File: src/hw/pil_map.vh
`ifndef PIL_MAP_VH
`define PIL_MAP_VH
// Register offsets (word index on the plain port)
`define PIL_ADDR_W        4
`define PIL_REG_CTRL      4'h0
`define PIL_REG_STATUS    4'h1
`define PIL_REG_IRQ_STAT  4'h2
`define PIL_REG_IRQ_MASK  4'h3
`define PIL_REG_STRAP     4'h4
// Control register fields
`define PIL_CTRL_ISOLATE  10
`define PIL_CTRL_FDX      8
`define PIL_CTRL_RST_VAL  16'h0000
// Interrupt event bits
`define PIL_EV_LINK_UP    0
`define PIL_EV_LINK_DN    1
`define PIL_EV_ISO_CHG    2
`define PIL_EV_W          3
// Timing
`define PIL_CLK_MHZ       250
`define PIL_QUAL_MS       500
`define PIL_NLP_MS        16
`define PIL_ACT_HOLD      16'h1000
`endif

File: src/hw/pil_isolate_leds.v
// Functional notes
// - Writing one to control bit 10 isolates the MAC data path.
// - Clearing control bit 10 restores normal data path operation.
// - While isolated, transmit data, enable and error from MAC are ignored.
// - While isolated, MAC-facing clocks, receive data, collision, carrier are floated.
// - While isolated, management register reads and writes still work.
// - While isolated, all media-side transmit activity stops.
// - Five indicators: 10M link, 100M link, 1G link, activity, duplex.
// - 10M link lights on link pulses 16 ms apart or received packets.
// - 100M link follows qualified internal signal detect.
// - 1G link lights after autonegotiation done and reliable reception.
// - Link asserts only after signal detect holds 500 ms continuously.
// - Link drops immediately when signal detect falls.
// - Activity lights on receive, transmit or idle error.
// - Duplex indicator lit while running full duplex.
// - Indicator polarity from strap at reset: low strap active high.
//
// The plain strobed port and the address map were left to the implementer.

`include "pil_map.vh"
`timescale 1ns/1ps
`default_nettype none
module pil_isolate_leds #(
    parameter QUAL_CYC = `PIL_QUAL_MS * `PIL_CLK_MHZ * 1000,     // Signal detect qualification
    parameter NLP_CYC  = `PIL_NLP_MS * `PIL_CLK_MHZ * 1000 * 2,  // Link pulse gap timeout
    parameter CNT_W    = 30                                       // Timer width
) (
    input  wire        mclk,           // 250 MHz clock
    input  wire        rst_n,          // Synchronous reset, active low
    input  wire [3:0]  addr,           // Register index
    input  wire [15:0] wdata,          // Write data
    input  wire        wr,             // Write strobe
    input  wire        rd,             // Read strobe
    output reg  [15:0] rdata,          // Read data, cycle after rd
    output wire        irq,            // Level interrupt
    input  wire        tx_clk_in,      // Internal transmit clock
    input  wire        rx_clk_in,      // Internal receive clock (link clock)
    input  wire [3:0]  mac_txd,        // From MAC
    input  wire        mac_tx_en,      // From MAC
    input  wire        mac_tx_er,      // From MAC
    output reg  [3:0]  core_txd,       // To media side
    output reg         core_tx_en,     // To media side
    output reg         core_tx_er,     // To media side
    input  wire [3:0]  core_rxd,       // Receive data from core
    input  wire        core_rx_dv,     // Receive valid from core
    input  wire        core_rx_er,     // Receive error from core
    input  wire        core_col,       // Collision from core
    input  wire        core_crs,       // Carrier from core
    output wire [10:0] mac_out,        // tx_clk,rx_clk,rx_dv,rx_er,rxd[3:0],col,crs,pad
    output wire [10:0] mac_out_oe_n,   // Enables, low while driven
    output reg         media_en,       // Media side active
    input  wire        sig_det,        // Internal signal detect (async)
    input  wire        nlp,            // Normal link pulse seen (async level)
    input  wire        an_done,        // Autoneg complete (async)
    input  wire        rx_ok,          // Reliable reception (async)
    input  wire        idle_err,       // Idle error (async)
    input  wire [1:0]  speed,          // 0=10M 1=100M 2=1G (async)
    input  wire [4:0]  strap_in,       // Indicator strap levels
    output wire [4:0]  led_oe_n,       // Indicator pin enables, low drives
    output reg  [4:0]  led_out         // link_10m,link_100m,link_1g,traffic,full_duplex
);
    // Media side run states
    localparam ST_IDLE = 1'b0;
    localparam ST_RUN  = 1'b1;
    // Last counts, cut to the timer width on purpose
    localparam [CNT_W-1:0] QUAL_LAST = QUAL_CYC - 1;
    localparam [CNT_W-1:0] NLP_LAST  = NLP_CYC - 1;
    // Speed codes on the speed input
    localparam [1:0] SPD_10M  = 2'h0;
    localparam [1:0] SPD_100M = 2'h1;
    localparam [1:0] SPD_1G   = 2'h2;
    localparam       NUM_LED  = 5;

    // Control, interrupt and strap registers
    reg [15:0] basic_mode_control_reg;
    reg [`PIL_EV_W-1:0] irq_stat_r;
    reg [`PIL_EV_W-1:0] irq_mask_r;
    reg [4:0]  strap_r;
    reg        strap_done_r;
    // Synchroniser stages
    reg [6:0]  s1_r;
    reg [6:0]  s2_r;
    reg [2:0]  rxc_r;
    reg [2:0]  a1_r;
    reg [2:0]  a2_r;
    // Timers, qualified link and run state
    reg [CNT_W-1:0] qual_cnt_r;
    reg        link_r;
    reg [CNT_W-1:0] nlp_cnt_r;
    reg        nlp_q_r;
    reg        link10_r;
    reg [15:0] act_cnt_r;
    reg        state_r;
    reg        iso_q_r;
    // Control bits and synchronised levels
    wire       isolate = basic_mode_control_reg[`PIL_CTRL_ISOLATE];
    wire       fdx = basic_mode_control_reg[`PIL_CTRL_FDX];
    wire       sd_s = s2_r[0];
    wire       nlp_s = s2_r[1];
    wire       an_s = s2_r[2];
    wire       rxok_s = s2_r[3];
    wire       ierr_s = s2_r[4];
    wire [1:0] spd_s = s2_r[6:5];
    wire       rxc_rise = rxc_r[1] & ~rxc_r[2];
    wire       rxdv_s = a2_r[0];
    wire       rx_act = a2_r[0] | a2_r[1];
    wire       tx_act = ~isolate & a2_r[2];
    wire [`PIL_EV_W-1:0] ev;
    wire [4:0] led_lvl;

    // Two-flop synchronisers for async status levels and the receive clock
    // Only the second stage is read; the third receive clock stage finds edges
    // Reset values are the idle levels, so no false edge follows reset
    always @(posedge mclk) begin
        if (!rst_n) begin
            s1_r  <= 7'h00;
            s2_r  <= 7'h00;
            rxc_r <= 3'h0;
        end else begin
            s1_r  <= {speed, idle_err, rx_ok, an_done, nlp, sig_det};
            s2_r  <= s1_r;
            rxc_r <= {rxc_r[1:0], rx_clk_in};
        end
    end

    // Core receive flags and MAC transmit enable come from other clocks
    // They only feed the activity stretch and the packet test
    always @(posedge mclk) begin
        if (!rst_n) begin
            a1_r <= 3'h0;
            a2_r <= 3'h0;
        end else begin
            a1_r <= {mac_tx_en, core_crs, core_rx_dv};
            a2_r <= a1_r;
        end
    end

    // Strap capture one cycle after reset release
    // Indicator pins double as straps, so drivers stay off until latched
    always @(posedge mclk) begin
        if (!rst_n) begin
            strap_r      <= 5'h00;
            strap_done_r <= 1'b0;
        end else if (!strap_done_r) begin
            strap_r      <= strap_in;
            strap_done_r <= 1'b1;
        end
    end

    // Register writes and sticky event flags; set beats clear
    // Isolate only gates the MAC data path; this port stays live throughout
    always @(posedge mclk) begin
        if (!rst_n) begin
            basic_mode_control_reg <= `PIL_CTRL_RST_VAL;
            irq_mask_r <= 3'h0;
            irq_stat_r <= 3'h0;
        end else begin
            if (wr && addr == `PIL_REG_CTRL)
                basic_mode_control_reg <= wdata;
            if (wr && addr == `PIL_REG_IRQ_MASK)
                irq_mask_r <= wdata[`PIL_EV_W-1:0];
            // Write-one clear; an event in the same cycle keeps its flag
            if (wr && addr == `PIL_REG_IRQ_STAT)
                irq_stat_r <= (irq_stat_r & ~wdata[`PIL_EV_W-1:0]) | ev;
            else
                irq_stat_r <= irq_stat_r | ev;
        end
    end

    // Read port, answers also while isolated
    // Read data fall back to zero outside the answer cycle
    always @(posedge mclk) begin
        if (!rst_n) begin
            rdata <= 16'h0000;
        end else if (rd) begin
            case (addr)
                `PIL_REG_CTRL:     rdata <= basic_mode_control_reg;
                `PIL_REG_STATUS:   rdata <= {8'h00, state_r, isolate, led_lvl, link_r};
                `PIL_REG_IRQ_STAT: rdata <= {13'h0000, irq_stat_r};
                `PIL_REG_IRQ_MASK: rdata <= {13'h0000, irq_mask_r};
                `PIL_REG_STRAP:    rdata <= {11'h000, strap_r};
                default:           rdata <= 16'h0000;
            endcase
        end else begin
            rdata <= 16'h0000;
        end
    end

    // Events: link up on the last qualifying count, link down on detect loss
    assign ev[`PIL_EV_LINK_UP] = ~link_r & sd_s & (qual_cnt_r == QUAL_LAST);
    assign ev[`PIL_EV_LINK_DN] = link_r & ~sd_s;
    assign ev[`PIL_EV_ISO_CHG] = isolate ^ iso_q_r;

    // Level interrupt while any unmasked flag is set
    assign irq = |(irq_stat_r & irq_mask_r);

    // Signal detect qualification and immediate drop
    // Counter stops at its last value once link is up, so it cannot wrap
    // Any dropout of detect restarts the full qualification
    // The link-up event fires on the same edge that link rises
    always @(posedge mclk) begin
        if (!rst_n) begin
            qual_cnt_r <= {CNT_W{1'b0}};
            link_r     <= 1'b0;
        end else if (!sd_s) begin
            qual_cnt_r <= {CNT_W{1'b0}};
            link_r     <= 1'b0;
        end else if (!link_r) begin
            if (qual_cnt_r == QUAL_LAST)
                link_r <= 1'b1;
            else
                qual_cnt_r <= qual_cnt_r + 1'b1;
        end
    end

    // 10M link from link pulses within the gap window or received packets
    // Window is twice the pulse spacing so one missed pulse keeps link
    // Received packets refresh the window just as pulses do
    always @(posedge mclk) begin
        if (!rst_n) begin
            nlp_cnt_r <= {CNT_W{1'b0}};
            nlp_q_r   <= 1'b0;
            link10_r  <= 1'b0;
        end else begin
            nlp_q_r <= nlp_s;
            if ((nlp_s & ~nlp_q_r) | (rxc_rise & rxdv_s)) begin
                nlp_cnt_r <= {CNT_W{1'b0}};
                link10_r  <= 1'b1;
            end else if (nlp_cnt_r == NLP_LAST) begin
                link10_r <= 1'b0;
            end else begin
                nlp_cnt_r <= nlp_cnt_r + 1'b1;
            end
        end
    end

    // Activity stretch so short bursts are visible
    // Hold length is a choice; a raw flag would flicker too briefly to see
    always @(posedge mclk) begin
        if (!rst_n)
            act_cnt_r <= 16'h0000;
        else if (rx_act | tx_act | ierr_s)
            act_cnt_r <= `PIL_ACT_HOLD;
        else if (act_cnt_r != 16'h0000)
            act_cnt_r <= act_cnt_r - 16'h0001;
    end

    // Media side run state; halted while isolated
    // Only the MAC data path halts; registers and indicators keep running
    // Transmit copies are forced to zero so nothing reaches the media
    always @(posedge mclk) begin
        if (!rst_n) begin
            state_r    <= ST_IDLE;
            iso_q_r    <= 1'b0;
            media_en   <= 1'b0;
            core_txd   <= 4'h0;
            core_tx_en <= 1'b0;
            core_tx_er <= 1'b0;
        end else begin
            iso_q_r <= isolate;
            case (state_r)
                ST_IDLE: if (!isolate) state_r <= ST_RUN;
                ST_RUN:  if (isolate) state_r <= ST_IDLE;
                default: state_r <= ST_IDLE;
            endcase
            media_en   <= state_r & ~isolate;
            core_txd   <= isolate ? 4'h0 : mac_txd;
            core_tx_en <= ~isolate & mac_tx_en;
            core_tx_er <= ~isolate & mac_tx_er;
        end
    end

    // MAC-facing outputs, released while isolated
    // All eleven enables follow the isolate bit, the spare pad too
    assign mac_out      = {tx_clk_in, rx_clk_in, core_rx_dv, core_rx_er, core_rxd, core_col, core_crs, 1'b0};
    assign mac_out_oe_n = {11{isolate}};

    // Indicator levels before polarity
    // Each speed indicator needs qualified link and the matching speed
    // Activity and duplex do not depend on link
    assign led_lvl[0] = link_r & (spd_s == SPD_10M) & link10_r;
    assign led_lvl[1] = link_r & (spd_s == SPD_100M);
    assign led_lvl[2] = link_r & (spd_s == SPD_1G) & an_s & rxok_s;
    assign led_lvl[3] = act_cnt_r != 16'h0000;
    assign led_lvl[4] = fdx;
    // Pin drivers wait for the strap capture
    assign led_oe_n   = {5{~strap_done_r}};

    // Polarity per strap, one registered flop per indicator
    // A strap pulled high turns its indicator active low
    genvar gi;
    generate
        for (gi = 0; gi < NUM_LED; gi = gi + 1) begin : g_led
            always @(posedge mclk) begin
                if (!rst_n)
                    led_out[gi] <= 1'b0;
                else
                    led_out[gi] <= led_lvl[gi] ^ strap_r[gi];
            end
        end
    endgenerate
endmodule
`default_nettype wire

File: config.mk
export PLATFORM = sky130hd
export DESIGN_NAME = pil_isolate_leds
export DESIGN_NICKNAME = d
export VERILOG_FILES = /design/src/hw/pil_isolate_leds.v
export VERILOG_INCLUDE_DIRS = /design/src /design/src/hw
export SDC_FILE = /design/constraint.sdc
export NUM_CORES = 1
export LEC_CHECK = 0
export BUFFER_PORTS_ARGS = -buffer_cell sky130_fd_sc_hd__buf_2
export CORE_MARGIN = 4
export CORE_UTILIZATION = 40
export CTS_BUF_LIST = sky130_fd_sc_hd__clkbuf_8 sky130_fd_sc_hd__clkbuf_16
export CTS_CLUSTER_DIAMETER = 80
export CTS_CLUSTER_SIZE = 14
export DETAILED_ROUTE_END_ITERATION = 8
export PLACE_DENSITY = 0.59
export SYNTH_ARGS = -nofsm -noshare
export SYNTH_HDL_FRONTEND = slang
export SYNTH_SLANG_ARGS = --single-unit
File: constraint.sdc
create_clock -name mclk -period 6.5 [get_ports mclk]
set_clock_uncertainty 0.1 [all_clocks]
set_input_delay 0.65 -clock mclk [delete_from_list [all_inputs] [get_ports mclk]]
set_output_delay 0.65 -clock mclk [all_outputs]
set_load 0.02 [all_outputs]
# ---- Word-level counts from Yosys, hierarchy flattened
# Cells that the tools add are included.
dict set report word_totals {
  word_cells 104
  mem_count 0
  rom_bits 0
  latch_bits 0
  output_inout_bits 56
  ff_bits 160
  ram_bits 0
  inputBits 52
}
dict set report op_classes {
  eq_ne 8
  muxes 10
  order_cmp 0
  multipliers 0
  n_bitwise 39
  n_reduce_logical 15
  addsub 3
  n_div 0
  n_shift 0
}
# operator count
set op_table {}
lappend op_table {{16-bit case mux with 5 select lines} 1}
lappend op_table {{30-bit by 1-bit adder with 30-bit output (second input constant)} 2}
lappend op_table {{30-bit by 23-bit equality test with 1-bit output (second input constant)} 1}
lappend op_table {{30-bit by 27-bit equality test with 1-bit output (second input constant)} 1}
lappend op_table {{13-bit two-way mux} 2}
lappend op_table {{1-bit AND} 16}
lappend op_table {{16-bit nonzero test} 1}
lappend op_table {{16-bit by 1-bit subtractor with 16-bit output (second input constant)} 1}
lappend op_table {{4-bit by 2-bit equality test with 1-bit output (second input constant)} 2}
lappend op_table {{1-bit inverter} 8}
lappend op_table {{3-bit AND} 2}
lappend op_table {{1-bit two-way mux} 6}
lappend op_table {{3-bit OR} 2}
lappend op_table {{2-bit AND reduction} 3}
lappend op_table {{2-bit OR reduction} 3}
lappend op_table {{1-bit bitwise XOR} 6}
lappend op_table {{4-bit by 1-bit equality test with 1-bit output (second input constant)} 1}
lappend op_table {{4-bit by 3-bit equality test with 1-bit output (second input constant)} 1}
lappend op_table {{4-bit logical NOT} 1}
lappend op_table {{1-bit OR} 4}
lappend op_table {{2-bit nonzero test} 2}
lappend op_table {{1-bit logical AND} 3}
lappend op_table {{3-bit two-way mux} 1}
lappend op_table {{3-bit inverter} 1}
lappend op_table {{4 further kinds} 4}

# ---- Logic depth before layout (Yosys ltp)
# Gate-level depths: netlist of the first run.
dict set report depth {
  ltp_word 5
  ltp_mapped 8
  depth_no_buf 7
}

# ---- Least setup slack after synthesis of the first run
# OpenSTA, ideal clock, no wires.
dict set report synth_timing {
  path_type {input -> register}
  startpoint {input addr[1]}
  endpoint {register basic_mode_control_reg[10]}
  stages 7
  slack_ns 4.193
  arrival_time_ns 2.132
  setup_ns 0.076
  t_required_ns 6.324
  path_buffers 3
  cell_sequence {clkbuf_1 nor4_2 and2_0 clkbuf_1 buf_2 nand2_1 a21boi_0}
}
dict set report synth_between {
  elab_chain_len 2
}
# item line
set synth_lines {}
lappend synth_lines {{from (decl)} pil_isolate_leds.v:30} ;# input wire [3:0] addr,
lappend synth_lines {{4-bit logical NOT} n/a}
lappend synth_lines {{1-bit logical AND (no line)} n/a}
lappend synth_lines {{to (signal assigned)} pil_isolate_leds.v:154} ;# basic_mode_control_reg <= `PIL_CTRL_RST_VAL;
lappend synth_lines {{to (signal assigned)} pil_isolate_leds.v:159} ;# basic_mode_control_reg <= wdata;
lappend synth_lines {{to (decl)} pil_isolate_leds.v:75} ;# reg [15:0] basic_mode_control_reg;
# No other way between the ends.
# A chain may end at the register's enable or synchronous reset.

# ---- Worst setup path in the final report of the first run
dict set report layout_timing {
  startpoint {register basic_mode_control_reg[10]}
  endpoint {register act_cnt_r[13]}
}
dict set report layout_between {
  elab_chain_len 5
}
# item line
set layout_lines {}
lappend layout_lines {{1-bit inverter} pil_isolate_leds.v:107} ;# wire tx_act = ~isolate & a2_r[2];
lappend layout_lines {{1-bit AND} pil_isolate_leds.v:107}
lappend layout_lines {{1-bit OR (2 in series)} pil_isolate_leds.v:242} ;# else if (rx_act | tx_act | ierr_s)
lappend layout_lines {{2-bit OR reduction (no line)} n/a}
lappend layout_lines {{to (signal assigned)} pil_isolate_leds.v:243} ;# act_cnt_r <= `PIL_ACT_HOLD;
lappend layout_lines {{to (signal assigned)} pil_isolate_leds.v:245} ;# act_cnt_r <= act_cnt_r - 16'h0001;
lappend layout_lines {{to (decl)} pil_isolate_leds.v:92} ;# reg [15:0] act_cnt_r;
# No other way between the ends.

==> impl_metrics.py, run 1 <==
metrics = {
    "outcome": {
        "run_status": "complete, no violations",
    },
    "final_layout": {
        "antennaDiodeCount": 0,
        "layout.filler_cells": 1613,
        "nets": 851,
        "final-seq-area_um2": 3200,
        "largest_registers": "nlp_cnt_r x30, qual_cnt_r x30",
        "layout-area-overhead-vs-synth_pct": 16.0,
        "multi_input_area_um2": 3080,
        "drive_gt1_share_pct": 16.8,
        "finalInstanceArea_um2": 7720,
    },
    "setup_path": {
        "worst_ep_arrival_time_ns": 3.45,
        "crit_chain": "inv_1 > a2111oi_0 > nand2_1 > or4_1 > o21ai_0",
        "worstSetupPathType": "flop to flop",
        "worstSetupEndpointType": "flop",
        "worstReg2RegEnd": "act_cnt_r[13]",
        "worst_path_max_delay_cell": "a2111oi_0",
        "worst-r2r-cell-count": 5,
        "worstPathMaxFanout": 19,
        "worst_ep_required_time_ns": 6.74,
        "reg2reg_setup_slack_ns": 3.29,
        "gate_family_responsible_for_the_most_delay_along_the_worst_path": "simple AND/OR/NAND/NOR gates",
        "worst_path_largest_cell_delay_ns": 0.94,
        "startpoint_class": "flop",
        "critical_path_buf_inv_count": 1,
        "r2r-start": "basic_mode_control_reg[10]",
    },
    "cts": {
        "cts_inserted_buffers": 17,
        "cts_root_buffer": "clkbuf_16",
        "clock_tree_from_tritoncts": "built",
        "post_cts.repair.setup_buffers": 0,
        "clock_sinks": 160,
        "cts_resized": 0,
        "cts-root-to-sink-buffers": 2,
        "cts_htree_levels": 4,
        "cts-hold-fix-buffers": 0,
        "clkLatencyLatePin_ns": 0.43,
        "clock_transition_time_at_the_flip_flop_clock_pins_of_the_worst_setup_and_hold_paths_ns": 0.06,
    },
    "power_and_ir_drop": {
        "cellInternalPower_mw": 1.90,
        "comb_power_share_pct": 18.2,
        "pwr-share-clk_pct": 40.1,
        "p_sw_uw": 722,
        "share_seq_of_total_power_pct": 41.7,
        "power.leakage_nw": 2.93,
        "power.switching_fraction_pct": 27.5,
        "power_density_nw_per_um2": 340,
        "vdd.ir_drop.worst_mv": 0.192,
    },
    "timing": {
        "fmaxAchievable_mhz": 312,
        "finalWorstPathRequiredPeriod_ns": 3.21,
        "post-route-period-util_pct": 49.4,
        "max-slew-margin-rel_pct": 22.3,
        "setup-violations-final": 0,
        "postLayoutSetupSlackWorst_ns": 3.29,
        "timing_max_transition_violations_final": 0,
        "worst_slew_pin_slew_ns": 1.16,
        "setup-tns-final_ns": 0,
        "rsz_0062_raised_after_global_routing": "no",
        "final_hold_viol_count": 0,
    },
    "yosys": {
        "syn_avg_cell_area_um2": 9.02,
        "yosys-top-cells-area": "dfxtp_1, and2_1, xor2_1, nor2_1, nand2_1",
        "synth.distinct_cells": 54,
        "synth_sequential_area_ratio_pct": 48.1,
        "most_repeated_cell_in_the_gate_level_netlist_after_synthesis": "dfxtp_1",
        "postSynthNetCount": 793,
        "synthArstFlopShare_pct": 0,
        "netlist.area_leader.share_pct": 48.1,
        "number_of_synthesized_flops_with_an_enable_pin": 0,
        "netlist_area_um2": 6650,
        "ys_ff_latch": 160,
        "synth.yosys.warnings": 0,
        "library_cell_occupying_the_most_area_in_the_post_synthesis_netlist": "dfxtp_1",
        "ys.flop_type": "dfxtp_1",
        "synthesis.instances": 738,
        "yosys-top-cells-count": "dfxtp_1, nor2_1, nand2_1",
    },
    "worst_hold_path": {
        "worstHoldPathType": "primary input to flop",
        "hold_depth": 2,
        "worstHoldStart": "mac_txd[2]",
        "holdPathEnd": "core_txd[2]",
    },
    "global_routing": {
        "grt_first_pass_wirelength_mm": 24.5,
        "grtUsageTotal_pct": 16.4,
        "antenna_found_initial": 2,
        "grt_pass1_vias": 4961,
        "maximum_number_of_pins_on_one_net_before_global_route_repair": 70,
        "global_route.overflow_total": 0,
    },
    "floorplanning": {
        "initial_utilization_pct": 41.3,
        "fp.coreArea_um2": 16100,
        "row_count": 46,
        "die_height_um": 137,
        "die_width_um": 137,
        "pin_count": 108,
        "fp.dieArea_um2": 18800,
    },
    "drt": {
        "dr.pass1.iters": 6,
        "vias_per_cell": 5.11,
        "ant_nets": 0,
        "residual_drc": 0,
        "finalWirelength_mm": 14.9,
        "detailedRoute.firstIterationViolations": 351,
        "routed-via-count": 5232,
        "wl_per_cell_um": 14.5,
    },
    "placed_design": {
        "gpl.final_weighted_congestion": 0.828,
        "placement.setup.worst_slack_ns": 3.47,
        "hpwlAfterDp_mm": 10.6,
        "placedInstanceArea_um2": 7090,
        "port_buffers": 92,
    },
    "flow_run": {
        "maxCapViolations": 0,
    },
}
[area by class of cell]
type,count,area share (%)
clock inverter,13,2.41
clock buffer,18,5.69
sequential,160,41.5
multi-input combinational,507,39.9
tap,216,3.50
inverter,15,0.729
timing repair buffer,95,6.26
[power groups by stage]
stage / registers (mW) / logic (mW) / clock network [mW]
floorplan: 1.11 / 0.390 / 0
global placement: 1.11 / 0.467 / 0
detailed placement: 1.12 / 0.479 / 0
CTS: 1.09 / 0.482 / 1.07
global route: 1.10 / 0.543 / 1.12
finish: 1.09 / 0.477 / 1.05
[placed cells by master (no fill, tap or decap), types with 3 or more instances in the layout]
cell and count:
buf_4 3, ha_1 3, xnor2_1 22, clkbuf_16 17
nand2_1 67, a222oi_1 6, dfxtp_1 160, nor3b_1 5
and3_1 9, and2_1 53, inv_1 16, a22oi_1 3
nand3_1 23, clkinvlp_4 3, mux2_2 3, o21ai_0 25
xor2_1 34, nor4_1 13, a31oi_1 3, nor2_1 79
buf_2 92, nor4b_1 7, bufinv_16 4, nor3_1 18
or3_1 13, nand4_1 23, mux2i_1 9, a21boi_0 18
a21oi_1 16, and4_1 7, nor2b_1 16
[through the flow]
step	util (%)	std cells	total power [mW]	hold WS, ns
after floorplan	-	738	1.50	0.312
final	47.9	1024	2.62	0.328
after global routing	47.9	1024	2.76	0.323
after CTS	47.9	1024	2.65	0.315
after detailed placement	44.0	993	1.59	0.318
after global placement	44.0	993	1.58	0.318
[how the worst max path moves through the flow]
stage | from | cells after the start | end | slack (ns)
after floorplan | addr[1] | 7 | basic_mode_control_reg[10] | 4.19
after global placement | basic_mode_control_reg[10] | 5 | act_cnt_r[13] | 3.70
after detailed placement | basic_mode_control_reg[10] | 5 | act_cnt_r[13] | 3.47
after CTS | basic_mode_control_reg[10] | 5 | act_cnt_r[13] | 3.33
after global routing | basic_mode_control_reg[10] | 5 | act_cnt_r[13] | 3.02
final | basic_mode_control_reg[10] | 5 | act_cnt_r[13] | 3.29
[cells by family (layout without fill, tap and decap cells)]
group	Yosys count	after routing	share of synthesized area, %
AOI/OAI and AO/OA	89	89	9.06
xor gates and xnor gates	56	56	7.37
adders and majority gates	3	3	0.564
buffers and inverters	71	141	5.55
DFF	160	160	48.1
muxes	12	12	1.86
other	1	1	0.0564
and+or+nand+nor	346	346	27.4
[metal layers]
| metal | global-route usage [%] | wire, um | vias up |
|---|---|---|---|
| li1 | - | - | 2637 |
| met1 | 21.1 | 6920 | 2467 |
| met2 | 26.5 | 6990 | 107 |
| met3 | 4.60 | 751 | 17 |
| met4 | 5.38 | 165 | 4 |
| met5 | 0 | 23 | - |
Note: power is estimated with default switching activity, not from simulation.
==> inputs of run 2 (changes only) <==
--- a/config.mk
+++ b/config.mk
@@ -13,7 +13,7 @@
 export CTS_CLUSTER_DIAMETER = 80
 export CTS_CLUSTER_SIZE = 14
 export DETAILED_ROUTE_END_ITERATION = 8
-export PLACE_DENSITY = 0.59
+export PLACE_DENSITY = 0.61
 export SYNTH_ARGS = -nofsm -noshare
 export SYNTH_HDL_FRONTEND = slang
 export SYNTH_SLANG_ARGS = --single-unit
==> constraint.sdc (replaced) <==
create_clock -name mclk -period 2.66 [get_ports mclk]
set_clock_uncertainty 0.1 [all_clocks]
set_input_delay 0.266 -clock mclk [delete_from_list [all_inputs] [get_ports mclk]]
set_output_delay 0.266 -clock mclk [all_outputs]
set_load 0.02 [all_outputs]
==> run 2 against run 1 <==
  * Via count up 2.0%
  * Combinational power grew to 2.6 times the previous value
  * Clock-buffer cell count decreased by 1
  * Cell count increased by 4.7%
  * Maximum frequency rose by 48%
  * Highest routed layer unchanged
==> impl_metrics.py, run 2 (synthesized netlist as in run 1, its figures left out) <==
metrics = {
    "floorplanning": {
        "fp.coreArea_um2": 16100,
        "row_count": 46,
        "die_width_um": 137,
        "initial_utilization_pct": 41.3,
        "fp.dieArea_um2": 18800,
        "die_height_um": 137,
        "pin_count": 108,
    },
    "setup_path": {
        "critical_path_cell_count": 5,
        "worst-r2r-cell-count": 5,
        "worst_ep_required_time_ns": 2.92,
        "startpoint_class": "flop",
        "worstSetupEndpointType": "flop",
        "worst_path_max_delay_cell": "or4_4",
        "reg2reg_setup_slack_ns": 0.49,
        "worstPathMaxFanout": 4,
        "gate_family_responsible_for_the_most_delay_along_the_worst_path": "simple AND/OR/NAND/NOR gates",
        "worst_ep_arrival_time_ns": 2.43,
        "crit_chain": "or4_4 > or4_4 > o21bai_4 > or4_1 > o21ai_0",
        "critical_path_buf_inv_count": 0,
        "worstSetupPathType": "flop to flop",
        "r2r-start": "act_cnt_r[3]",
        "critical_path.startpoint": "act_cnt_r[3]",
        "critical_path.most_common_cell": "or4_4",
        "worst_path_largest_cell_delay_ns": 0.55,
    },
    "power_and_ir_drop": {
        "pwr-share-clk_pct": 38.0,
        "power.switching_fraction_pct": 28.7,
        "comb_power_share_pct": 19.8,
        "p_sw_mw": 1.82,
        "power_density_nw_per_um2": 781,
        "power.leakage_nw": 3.12,
        "vdd.ir_drop.worst_mv": 0.496,
        "share_seq_of_total_power_pct": 42.2,
        "cellInternalPower_mw": 4.52,
        "report.power.total_mw": 6.34,
    },
    "final_layout": {
        "layout_common_cells": "dfxtp_1, buf_2, nor2_1",
        "layout.filler_cells": 1516,
        "nets": 897,
        "largest_registers": "nlp_cnt_r x30, qual_cnt_r x30",
        "drive_gt1_share_pct": 17.5,
        "layout-area-overhead-vs-synth_pct": 21.9,
        "layout_commonest_cell": "dfxtp_1",
    },
    "global_routing": {
        "grtUsageTotal_pct": 16.5,
        "grt_first_pass_wirelength_mm": 24.6,
        "maximum_number_of_pins_on_one_net_before_global_route_repair": 28,
        "global_route.overflow_total": 0,
        "grt_pass1_vias": 4996,
        "antenna_found_initial": 3,
    },
    "outcome": {
        "run_status": "complete, no violations",
    },
    "cts": {
        "cts-root-to-sink-buffers": 2,
        "cts_htree_levels": 4,
        "clock_tree_from_tritoncts": "built",
        "clock_sinks": 160,
        "clkLatencyLatePin_ns": 0.42,
        "clock_transition_time_at_the_flip_flop_clock_pins_of_the_worst_setup_and_hold_paths_ns": 0.07,
        "cts_inserted_buffers": 17,
        "cts-hold-fix-buffers": 32,
        "cts_root_buffer": "clkbuf_16",
        "cts_resized": 0,
        "post_cts.repair.setup_buffers": 0,
    },
    "timing": {
        "worst_slew_pin_slew_ns": 0.705,
        "timing_max_transition_violations_final": 0,
        "final_hold_viol_count": 0,
        "fmaxAchievable_mhz": 461,
        "setup-violations-final": 0,
        "rsz_0062_raised_after_global_routing": "no",
        "max-slew-margin-rel_pct": 52.4,
        "finalWorstPathRequiredPeriod_ns": 2.17,
        "setup-tns-final_ns": 0,
        "post-route-period-util_pct": 81.6,
    },
    "worst_hold_path": {
        "worstHoldPathType": "primary input to flop",
        "hold_depth": 3,
        "worstHoldStart": "wdata[2]",
    },
    "placed_design": {
        "gpl.final_weighted_congestion": 0.831,
        "hpwlAfterDp_mm": 10.5,
        "port_buffers": 92,
    },
    "drt": {
        "routed-via-count": 5338,
        "detailedRoute.firstIterationViolations": 285,
        "dr.pass1.iters": 5,
        "wl_per_cell_um": 14.0,
        "finalWirelength_mm": 15.0,
        "ant_nets": 0,
        "residual_drc": 0,
        "vias_per_cell": 4.98,
    },
    "flow_run": {
        "maxCapViolations": 0,
    },
}
run 2: worst paths after layout:
path,end
max,act_cnt_r[13]
min,basic_mode_control_reg[2]
max reg2reg,act_cnt_r[13]
min reg2reg,a2_r[2]
run 2: power by group through the flow:
| stage | clock network [mW] | registers (mW) | logic, mW |
|---|---|---|---|
| floorplan | 0 | 2.71 | 0.952 |
| global route | 2.55 | 2.69 | 1.42 |
| finish | 2.41 | 2.67 | 1.26 |
| global placement | 0 | 2.72 | 1.22 |
| CTS | 2.47 | 2.67 | 1.26 |
| detailed placement | 0 | 2.72 | 1.22 |
run 2: routing by layer:
metal  GRT usage [%]  wire [um]  up-vias
li1                -          -     2731
met1            21.7       7100     2451
met2            25.6       6770      119
met3            4.38        693       33
met4            7.26        398        4
met5               0         25        -
run 2: cell type report:
class | instances | area, um2 | share of cell area [%]
multi-input cells | 507 | 3080 | 38.0
well taps | 216 | 270 | 3.33
inverters | 15 | 56.3 | 0.694
flip-flops and latches | 160 | 3200 | 39.5
repair buffers | 141 | 908 | 11.2
clock buffers | 17 | 425 | 5.25
diodes | 1 | 2.50 | 0.0309
clock inverters | 15 | 160 | 1.98
run 2: per-stage QoR:
step / setup slack [ns] / instance area (um2) / utilization, % / hold WS (ns) / cells
2_1_floorplan: 0.416 / 6650 / - / 0.194 / 738
3_3_place_gp: 0.552 / 7200 / 44.7 / 0.316 / 1007
3_5_place_dp: 0.503 / 7200 / 44.7 / 0.318 / 1007
4_1_cts: 0.492 / 8110 / 50.3 / 0.00410 / 1071
5_1_grt: 0.314 / 8110 / 50.3 / 0.0286 / 1072
6_report: 0.489 / 8110 / 50.3 / 0.0201 / 1072
run 2: worst min-delay path: stages:
cell and delay, ns:
buf_2 0.12, nand2_1 0.05, a21boi_0 0.06
